## src/hdl/counter_array_pkg.sv

```systemverilog
// register map and field constants for the counter array register block
package counter_array_pkg;
    localparam int          DATA_W       = 8;
    localparam int          ADDR_W       = 8;
    localparam int          NUM_MODULES  = 6;
    // printed register offsets (byte addresses; some are not multiples of 4)
    localparam logic [7:0]  OFF_CNT_LOW  = 8'hF9;
    localparam logic [7:0]  OFF_CNT_HIGH = 8'hFA;
    localparam logic [7:0]  OFF_M0_LOW   = 8'hFB;
    localparam logic [7:0]  OFF_M0_HIGH  = 8'hFC;
    localparam logic [7:0]  OFF_M1_LOW   = 8'hE9;
    localparam logic [7:0]  OFF_M1_HIGH  = 8'hEA;
    localparam logic [7:0]  OFF_M2_LOW   = 8'hEB;
    localparam logic [7:0]  OFF_M2_HIGH  = 8'hEC;
    localparam logic [7:0]  OFF_M3_LOW   = 8'hED;
    localparam logic [7:0]  OFF_M3_HIGH  = 8'hEE;
    localparam logic [7:0]  OFF_M4_LOW   = 8'hFD;
    localparam logic [7:0]  OFF_M4_HIGH  = 8'hFE;
    localparam logic [7:0]  OFF_M5_LOW   = 8'hD2;
    localparam logic [7:0]  OFF_M5_HIGH  = 8'hD3;
    // control and status registers placed in free space
    localparam logic [7:0]  OFF_CONTROL  = 8'hC0;
    localparam logic [7:0]  OFF_ENABLES  = 8'hC1;
    // control register fields
    localparam int          CTL_RUN      = 0;
    localparam int          CTL_WDTEN    = 1;
    localparam int          CTL_RELSEL   = 2;
    localparam int          CTL_LEN_LO   = 3;
    localparam int          CTL_LEN_HI   = 4;
    localparam logic [7:0]  RST_BYTE     = 8'h00;
    localparam logic [15:0] RST_WORD     = 16'h0000;
    localparam logic [7:0]  RST_CONTROL  = 8'h00;
    localparam logic [3:0]  RST_LENGTH   = 4'h8;
    localparam logic [7:0]  UNMAPPED_RD  = 8'h00;
endpackage : counter_array_pkg

```

## src/hdl/counter_array_register_access.sv

```systemverilog
// register interface of the 16-bit counter array with six compare modules
//
// Added by the designer: the Wishbone slave port.
`timescale 1ns/10ps
module counter_array_register_access
    import counter_array_pkg::*;
#(
    parameter int MODULES = counter_array_pkg::NUM_MODULES
) (
    // clock and reset
    input  wire logic                    clk,
    input  wire logic                    reset_n,
    // classic wishbone slave
    input  wire logic                    cyc_i,
    input  wire logic                    stb_i,
    input  wire logic                    we_i,
    input  wire logic [counter_array_pkg::ADDR_W-1:0] adr_i,
    input  wire logic [counter_array_pkg::DATA_W-1:0] dat_i,
    input  wire logic                    sel_i,
    output logic      [counter_array_pkg::DATA_W-1:0] dat_o,
    output logic                         ack_o,
    // block outputs
    output logic      [15:0]             counterValue,
    output logic      [MODULES-1:0]      compareFunctionEnable,
    output logic      [MODULES-1:0]      compareMatch,
    output logic      [3:0]              pwmLengthBits
);
    import counter_array_pkg::*;

    // register map, byte addressed
    //   counter low byte      live bits 7:0 of the shared counter
    //   counter high byte     reads the snapshot, writes bits 15:8
    //   module n low byte     capture or reload bits 7:0 of module n
    //   module n high byte    capture or reload bits 15:8 of module n
    //   control byte          run, watchdog, reload select, length code
    //   enables byte          compare enables of all modules at once
    //
    // control byte layout
    //   bit 0     counter runs, one step per clock
    //   bit 1     watchdog on, counter bytes locked
    //   bit 2     module bytes reach the reload bank
    //   bits 4:3  length code, 8 to 11 bit cycles
    //   bits 7:5  stored and read back, no effect
    //
    // bus timing
    //   a request is taken on the first edge that sees
    //   cyc and stb high with ack low
    //   ack rises after that edge and stands one cycle
    //   with stb held, ack drops for one cycle and then rises again,
    //   so at most one request every two cycles
    //   read data is registered and holds until the next read
    //
    // counter bytes
    //   a read of the low byte also catches the upper byte,
    //   so software reads low then high for a coherent value
    //   reading high first returns whatever the last low read caught
    //   a software write wins over the running increment,
    //   so a write lands exactly as written
    //   with the watchdog on, writes are acked but dropped;
    //   software sees no error and must read back if it cares
    //
    // module bytes
    //   reload select steers reads as well as writes,
    //   so software must leave it in a known state
    //   a low write clears the compare enable, a high write sets it;
    //   writing low then high leaves the comparator armed
    //   only once the full value is in place
    //   writing high then low leaves it disarmed
    //   the enables byte can override both, a module byte write
    //   takes priority when both happen in one cycle
    //
    // comparator
    //   match is registered, so it shows one cycle after
    //   the counter meets the capture value
    //   the reload bank never takes part in the compare here
    //
    // limitations
    //   no interrupt, no capture pins, no pulse output
    //   the length code only shows on its output port
    //   byte select only gates writes; reads ignore it

    typedef logic [15:0] word_t;
    typedef logic [7:0]  offset_t;

    // module address table, indexed by module number
    function automatic offset_t lowOffset(input int idx);
        case (idx)
            0:       lowOffset = OFF_M0_LOW;
            1:       lowOffset = OFF_M1_LOW;
            2:       lowOffset = OFF_M2_LOW;
            3:       lowOffset = OFF_M3_LOW;
            4:       lowOffset = OFF_M4_LOW;
            default: lowOffset = OFF_M5_LOW;
        endcase
    endfunction : lowOffset

    function automatic offset_t highOffset(input int idx);
        case (idx)
            0:       highOffset = OFF_M0_HIGH;
            1:       highOffset = OFF_M1_HIGH;
            2:       highOffset = OFF_M2_HIGH;
            3:       highOffset = OFF_M3_HIGH;
            4:       highOffset = OFF_M4_HIGH;
            default: highOffset = OFF_M5_HIGH;
        endcase
    endfunction : highOffset

    logic        [7:0]  control;
    logic        [7:0]  snapshotHigh;
    word_t              counter;
    word_t              captureValue [MODULES];
    word_t              reloadValue  [MODULES];
    logic               busReq;
    logic               wrStrobe;
    logic               rdStrobe;
    logic               watchdogOn;
    logic               reloadSel;
    logic               running;
    logic        [7:0]  next_rdData;
    logic [MODULES-1:0] hitLow;
    logic [MODULES-1:0] hitHigh;

    // one-cycle answer; ack drops the cycle after it rose
    assign busReq   = cyc_i && stb_i && !ack_o;
    assign wrStrobe = busReq && we_i && sel_i;
    assign rdStrobe = busReq && !we_i;

    assign watchdogOn = control[CTL_WDTEN];
    assign reloadSel  = control[CTL_RELSEL];
    assign running    = control[CTL_RUN];

    // decode which module byte the current address hits
    always_comb begin
        for (int i = 0; i < MODULES; i++) begin
            hitLow[i]  = (adr_i == lowOffset(i));
            hitHigh[i] = (adr_i == highOffset(i));
        end
    end

    // bus acknowledge
    always_ff @(posedge clk or negedge reset_n) begin
        if (!reset_n) begin
            ack_o <= 1'b0;
        end else begin
            ack_o <= busReq;
        end
    end

    // control register: run, watchdog enable, reload select, length code
    always_ff @(posedge clk or negedge reset_n) begin
        if (!reset_n) begin
            control <= RST_CONTROL;
        end else if (wrStrobe && adr_i == OFF_CONTROL) begin
            control <= dat_i;
        end
    end

    // shared counter; software writes locked while the watchdog runs
    always_ff @(posedge clk or negedge reset_n) begin
        if (!reset_n) begin
            counter <= RST_WORD;
        end else if (wrStrobe && adr_i == OFF_CNT_LOW && !watchdogOn) begin
            counter[7:0] <= dat_i;
        end else if (wrStrobe && adr_i == OFF_CNT_HIGH && !watchdogOn) begin
            counter[15:8] <= dat_i;
        end else if (running) begin
            counter <= counter + 16'h0001;
        end
    end

    // upper byte caught on a low-byte read so a pair reads coherently
    always_ff @(posedge clk or negedge reset_n) begin
        if (!reset_n) begin
            snapshotHigh <= RST_BYTE;
        end else if (rdStrobe && adr_i == OFF_CNT_LOW) begin
            snapshotHigh <= counter[15:8];
        end
    end

    // per-module value storage and compare-enable side effects
    generate
        for (genvar m = 0; m < MODULES; m++) begin : gen_module
            always_ff @(posedge clk or negedge reset_n) begin
                if (!reset_n) begin
                    captureValue[m] <= RST_WORD;
                    reloadValue[m]  <= RST_WORD;
                end else if (wrStrobe && hitLow[m]) begin
                    if (reloadSel) begin
                        reloadValue[m][7:0] <= dat_i;
                    end else begin
                        captureValue[m][7:0] <= dat_i;
                    end
                end else if (wrStrobe && hitHigh[m]) begin
                    if (reloadSel) begin
                        reloadValue[m][15:8] <= dat_i;
                    end else begin
                        captureValue[m][15:8] <= dat_i;
                    end
                end
            end

            // low write clears, high write sets; order lets end enabled
            always_ff @(posedge clk or negedge reset_n) begin
                if (!reset_n) begin
                    compareFunctionEnable[m] <= 1'b0;
                end else if (wrStrobe && hitLow[m]) begin
                    compareFunctionEnable[m] <= 1'b0;
                end else if (wrStrobe && hitHigh[m]) begin
                    compareFunctionEnable[m] <= 1'b1;
                end else if (wrStrobe && adr_i == OFF_ENABLES) begin
                    compareFunctionEnable[m] <= dat_i[m];
                end
            end

            // comparator only runs while its enable is set
            always_ff @(posedge clk or negedge reset_n) begin
                if (!reset_n) begin
                    compareMatch[m] <= 1'b0;
                end else begin
                    compareMatch[m] <= compareFunctionEnable[m]
                        && (counter == captureValue[m]);
                end
            end
        end
    endgenerate

    // length code 00..11 gives 8..11 bit cycles
    always_ff @(posedge clk or negedge reset_n) begin
        if (!reset_n) begin
            pwmLengthBits <= RST_LENGTH;
        end else begin
            pwmLengthBits <= RST_LENGTH + {2'b00,
                control[CTL_LEN_HI:CTL_LEN_LO]};
        end
    end

    // read multiplexer; unmapped addresses read zero
    always_comb begin
        next_rdData = UNMAPPED_RD;
        if (adr_i == OFF_CNT_LOW) begin
            next_rdData = counter[7:0];
        end else if (adr_i == OFF_CNT_HIGH) begin
            next_rdData = snapshotHigh;
        end else if (adr_i == OFF_CONTROL) begin
            next_rdData = control;
        end else if (adr_i == OFF_ENABLES) begin
            next_rdData = 8'h00;
            next_rdData[MODULES-1:0] = compareFunctionEnable;
        end
        for (int i = 0; i < MODULES; i++) begin
            if (hitLow[i]) begin
                next_rdData = reloadSel ? reloadValue[i][7:0]
                                        : captureValue[i][7:0];
            end else if (hitHigh[i]) begin
                next_rdData = reloadSel ? reloadValue[i][15:8]
                                        : captureValue[i][15:8];
            end
        end
    end

    // read data registered with the acknowledge
    always_ff @(posedge clk or negedge reset_n) begin
        if (!reset_n) begin
            dat_o <= RST_BYTE;
        end else if (rdStrobe) begin
            dat_o <= next_rdData;
        end
    end

    assign counterValue = counter;

endmodule : counter_array_register_access

```

## config.mk

```make
export PLATFORM = sky130hd
export DESIGN_NAME = counter_array_register_access
export DESIGN_NICKNAME = d
export VERILOG_FILES = /design/src/hdl/counter_array_pkg.sv /design/src/hdl/counter_array_register_access.sv
export SDC_FILE = /design/constraint.sdc
export NUM_CORES = 1
export LEC_CHECK = 0
export BUFFER_PORTS_ARGS = -buffer_cell sky130_fd_sc_hd__buf_2
export CORE_MARGIN = 2
export CORE_UTILIZATION = 25
export DETAILED_ROUTE_END_ITERATION = 8
export GPL_ROUTABILITY_DRIVEN = 1
export PLACE_DENSITY = 0.42
export SETUP_SLACK_MARGIN = 0.05
export SLEW_MARGIN = 20
export SYNTH_ARGS = -nofsm -noshare
export SYNTH_HDL_FRONTEND = slang
export SYNTH_SLANG_ARGS = --single-unit
export TNS_END_PERCENT = 30
```

## constraint.sdc

```tcl
create_clock -name clk -period 3.33 [get_ports clk]
set_input_delay 0.666 -clock clk [delete_from_list [all_inputs] [get_ports clk]]
set_output_delay 0.666 -clock clk [all_outputs]
set_load 0.01 [all_outputs]
```

## Word-level counts from Yosys, hierarchy flattened

Index checks and enable logic that the tools add are counted.

- Add/subtract/negate cells: 2
- Equal/unequal tests: 23
- Multiplexer cells: 50
- Bitwise logic cells: 8
- Reduce and logical (&&, ||, !) cells: 67

Operators by type and width:

| cell | number |
|---|---|
| 2-to-1 mux 8 bit | 30 |
| equality test 8 bit (second input constant) | 16 |
| equality test 16 bit | 6 |
| AND reduction 3 bit | 12 |
| logical AND 1 bit | 30 |
| AND reduction 2 bit | 14 |
| 2-to-1 mux 1 bit | 18 |
| nonzero test 3 bit | 6 |
| adder 16 x 1 -> 16 bit (second input constant) | 1 |
| 2-to-1 mux 16 bit | 1 |
| NOT 1 bit | 8 |
| 2-to-1 mux 6 bit | 1 |
| adder 4 x 2 -> 4 bit (first input constant) | 1 |
| nonzero test 2 bit | 2 |
| zero test 1 bit | 3 |
| inequality test 2 bit (second input constant) | 1 |

- Register bits: 249
- Bits of input ports: 22
- Output and inout bits: 41

## Logic depth before layout (Yosys ltp)

- Word-level depth: 17
- Mapped depth: 10
- Depth with buffers taken out: 6

## Worst setup path before layout

No wires, ideal clock.

- Kind: in2reg
- From: input port adr_i[0] (netlist name)
- To: register counter[1], in the netlist counterValue[1]
- Setup time: 147 ps
- Arrival time: 2159 ps
- Required time: 3183 ps
- Path slack: 1024 ps
- Stages: 8
- Path through: buf_2 nand2b_1 buf_2 or4_4 buf_2 nand2_1 mux2i_1 o21ai_0

- Cells in the longest elaborated chain, start to end: 5
- Elaborated cells between the ends (all ways): 10

Ends and longest elaborated chain:

| element | RTL line | source |
|---|---|---|
| from (decl) | counter_array_register_access.sv:17 | `input wire logic [counter_array_pkg::ADDR_W-1:0] adr_i,` |
| equality test 8 bit, on equally long branches | counter_array_register_access.sv:162, counter_array_register_access.sv:164 |  |
| logical AND 1 bit, on equally long branches (2 in series) | counter_array_register_access.sv:162, counter_array_register_access.sv:164 |  |
| inequality test 2 bit (no line) or nonzero test 2 bit (tied branches) | n/a |  |
| AND reduction 2 bit (no line) | n/a |  |
| to (signal assigned) | counter_array_register_access.sv:163 | `counter[7:0] <= dat_i;` |
| to (signal assigned) | counter_array_register_access.sv:167 | `counter <= counter + 16'h0001;` |
| to (decl) | counter_array_register_access.sv:110 | `word_t counter;` |

Several ways; a longest one is shown, not always the timed one.
A chain may end at the register's enable or synchronous reset.

## Worst setup path after layout

- From: register control[2]
- To: register dat_o[3] (netlist name)

- Cells in the longest elaborated chain, start to end: 13
- Elaborated cells between the ends (all ways): 24

Ends and longest elaborated chain:

| element | RTL line | source |
|---|---|---|
| from (decl) | counter_array_register_access.sv:108 | `logic [7:0] control;` |
| from (signal assigned) | counter_array_register_access.sv:154 | `control <= dat_i;` |
| 2-to-1 mux 8 bit | counter_array_register_access.sv:255 | `next_rdData = reloadSel ? reloadValue[i][15:8]` |
| 2-to-1 mux 8 bit | counter_array_register_access.sv:254 | `end else if (hitHigh[i]) begin` |
| 2-to-1 mux 8 bit | counter_array_register_access.sv:251 | `if (hitLow[i]) begin` |
| 2-to-1 mux 8 bit | counter_array_register_access.sv:254 |  |
| 2-to-1 mux 8 bit | counter_array_register_access.sv:251 |  |
| 2-to-1 mux 8 bit | counter_array_register_access.sv:254 |  |
| 2-to-1 mux 8 bit | counter_array_register_access.sv:251 |  |
| 2-to-1 mux 8 bit | counter_array_register_access.sv:254 |  |
| 2-to-1 mux 8 bit | counter_array_register_access.sv:251 |  |
| 2-to-1 mux 8 bit | counter_array_register_access.sv:254 |  |
| 2-to-1 mux 8 bit | counter_array_register_access.sv:251 |  |
| 2-to-1 mux 8 bit | counter_array_register_access.sv:254 |  |
| 2-to-1 mux 8 bit * | counter_array_register_access.sv:251 |  |
| to (signal assigned) | counter_array_register_access.sv:266 | `dat_o <= next_rdData;` |
| to (decl) | counter_array_register_access.sv:20 | `output logic [counter_array_pkg::DATA_W-1:0] dat_o,` |

Mark *: on every way between the ends. The rest lies on a longest branch, timed or not.

==> summary.md <==
| Metric | Value |
|---|---|
| Overflow after GRT | 0 |
| Post-synth top cells | dfrtp_1, mux2_2, mux2i_1 |
| Die Wd | 237 um |
| Maximum root-to-sink buffer count | 3 |
| Largest net degree at the start of global routing | between 90 and 100 |
| Most frequent cell after synthesis | dfrtp_1 |
| Family with the most delay on the worst path | compound AO/OA/AOI/OAI gates |
| Setup repair bufs after CTS | 0 |
| Mapped Cells | between 1000 and 1500 |
| Final setup viols | 0 |
| Initial drt markers | around 770 |
| CTS tree | built |
| Share of Yosys cell area claimed by the top area cell type | 0.456 |
| Slowest-stage cell, CP | dfrtp_4 |
| # rows | 85 |
| Worst hold-check path type | primary input to asynchronous set/reset pin |
| Post-CTS Hold Fix Bufs | 0 |
| Setup TNS | 0 ns |
| Startpoint types | flip-flop |
| Slowest stage delay, CP | slightly above 0.8 ns |
| Final GP Congestion | 0.915 |
| Static Leak | between 6 and 7 nW |
| Syn_nets | between 1000 and 1500 |
| Seq/Total Area, Yosys | 0.456 |
| Critical path class | flip-flop to flip-flop |
| Synth area leader | dfrtp_1 |
| Syn avg cell area | between 10 and 15 um^2 |
| Share of layout cells above drive strength 1 | 0.344 |
| Root Buffer | clkbuf_16 |
| Initial antenna violation count | 0 |
| DP Wirelength | 36500 um |
| PD cells | around 430 nW/um^2 |
| Number of synthesized flops with an enable pin | 0 |
| I/O Pins | 63 |
| Buf/Inv on CP | 0 |
| Vias | a little over 10000 |
| Clock-pin slew of the registers on the worst-case setup and hold paths | about 0.060 ns |
| Synthesis warning total | 0 |
| CP arrival | between 3 and 4 ns |
| Post-synth top flop | dfrtp_1 |
| First-pass GRT wire length | 77000 um |
| Total design power | about 0.007 W |
| Htree depth | 1 |
| Post-Place Setup Slack | about 0.35 ns |
| Final Critical Period | about 2.7 ns |
| Starting Density | 0.252 |
| Worst-Margin Slew | roughly 0.92 ns |
| Netlist cell types | 67 |
| Worst Path Max Fanout | 32 |
| Ys async rst share | 1.00 |
| Global routing usage on met1 | 0.253 |
| R2r startpoint | control[2] |
| VDD IR max | about 0.00034 V |
| Core box area | around 54000 um^2 |
| Met3 Resource Use GR | 0.0218 |
| Post_cts resized | 0 |
| Multi-input combinational cell area | about 6900 um^2 |
| Critical path cell sequence | mux2i_1, o21ai_0, a211o_1, a221oi_1, o221ai_1 |
| Gr usage total | 0.186 |
| R2r worst-path depth | 5 |
| Residual DRC | 0 |
| Port-buffer cells | 60 |
| Slew HR | 0.379 |
| Peak Freq | between 0.3 and 0.4 GHz |
| RSZ-0062 raised after global routing | false |
| Routed WL per cell | about 26 um |
| Clock Latency Late Sink | 0.57 ns |
| Fillers | approximately 5500 |
| Final period util | 0.819 |
| Syn Std Cell Area | between 10000 and 15000 um^2 |
| Diodes inserted | 0 |
| Vias in the first global route | ~11000 |
| Critical path endpoint category | flip-flop |
| Final antenna-violating net count | 0 |
| Setup ws final | slightly above 0.6 ns |
| Final nets | 1298 |
| Reg2reg setup slack | about 0.60 ns |
| Fin Clk Skew | between 0.01 and 0.015 ns |
| Fin. max-slew vios | 0 |
| Final Hold Vio Count | 0 |
| Die Height | around 240 um |
| Routed WL | around 52000 um |
| Register area | 6180 um^2 |
| Area of the die | approximately 56000 um^2 |
| WP data required | roughly 3.8 ns |
| TritonCTS buffer count | 29 |
| Sink Count | around 250 |
| Vias/cell | just over 5 |
| Met2 GRT Util | 0.310 |
| Number of synthesized register bits | approximately 250 |
| Most Used Layer, Global Route | met2 |
| R2r endpoint | dat_o[3] |
| Pre-antenna DRT Iters | 5 |
| Area growth, synth to finish | 17.6% |
| Max_cap viols | 0 |
| Outcome | complete, no violations |
| Main area contributors after synthesis | dfrtp_1, mux2_2, mux2i_1 |
placed cells by master (no fill, tap or decap), types with 12 or more instances in the layout:
master,n
dfrtp_1,246
buf_4,73
o21ai_0,40
nor4_1,18
mux2i_1,78
nor3_1,29
o22ai_1,12
buf_2,59
nor2_1,19
nand2_1,71
clkbuf_16,29
xor2_1,31
xnor2_1,73
mux2_2,234
nand4_1,26
nand3_1,19
a21oi_1,58
area by class of cell:
class                   count  area share
multi-input cells         856       0.436
flip-flops and latches    247       0.388
repair buffers            136      0.0576
clock buffers              45      0.0562
well taps                 696      0.0546
clock inverters             6     0.00691
inverters                   5     0.00118
registers in the layout, indices dropped and copies added (netlist names):
register	flops
pwmLengthBits	2
reloadValue	96
captureValue	96
snapshotHigh	8
counterValue	16
control	8
ack_o	1
compareMatch	6
compareFunctionEnable	6
dat_o	8
per-layer routing:
metal,wire [um],vias to the layer above
li1,-,4552
met4,1430,0
met3,1840,68
met2,24600,220
met5,0,-
met1,24000,5271
report_power, final:
group | leakage (nW) | internal (W) | total (W) | switching, W
Sequential | 3.40 | 0.00302 | 0.00305 | 0.0000273
Clock | 0.489 | 0.00206 | 0.00338 | 0.00133
Combinational | 3.10 | 0.000102 | 0.000382 | 0.000280
Total | 6.98 | 0.00518 | 0.00681 | 0.00163
logic make-up (layout without fill, tap and decap cells):
kind of cell	after synthesis	count (layout)	synth area share
compound gates	197	197	0.0938
xor+xnor	104	104	0.0672
fa+ha+maj	1	1	0.000923
buf+inv	100	192	0.0327
flops	247	247	0.456
mux	313	313	0.254
other cells	2	2	0.000554
simple gates	239	239	0.0955
how the worst max path moves through the flow:
stage	startpoint	to	slack (ns)	cells past startpoint
floorplan	adr_i[0]	counterValue[1]	1.02	8
global placement	adr_i[0]	dat_o[1]	0.37	7
detailed placement	adr_i[0]	dat_o[1]	0.35	7
CTS	control[2]	dat_o[3]	0.55	5
global route	control[2]	dat_o[3]	0.47	5
finish	control[2]	dat_o[3]	0.60	5
metrics by stage:
| stage | cells | instance area, um^2 | hold WS (ns) | utilization |
|---|---|---|---|---|
| CTS | 1991 | 15900 | 0.0509 | 0.297 |
| finish | 1991 | 15900 | 0.0310 | 0.297 |
| detailed placement | 1940 | 14900 | 0.413 | 0.278 |
| floorplan | 1203 | 13600 | 0.365 | - |
| global placement | 1940 | 14900 | 0.399 | 0.278 |
| global route | 1991 | 15900 | 0.0804 | 0.297 |
(Power assumes the default switching activity.)
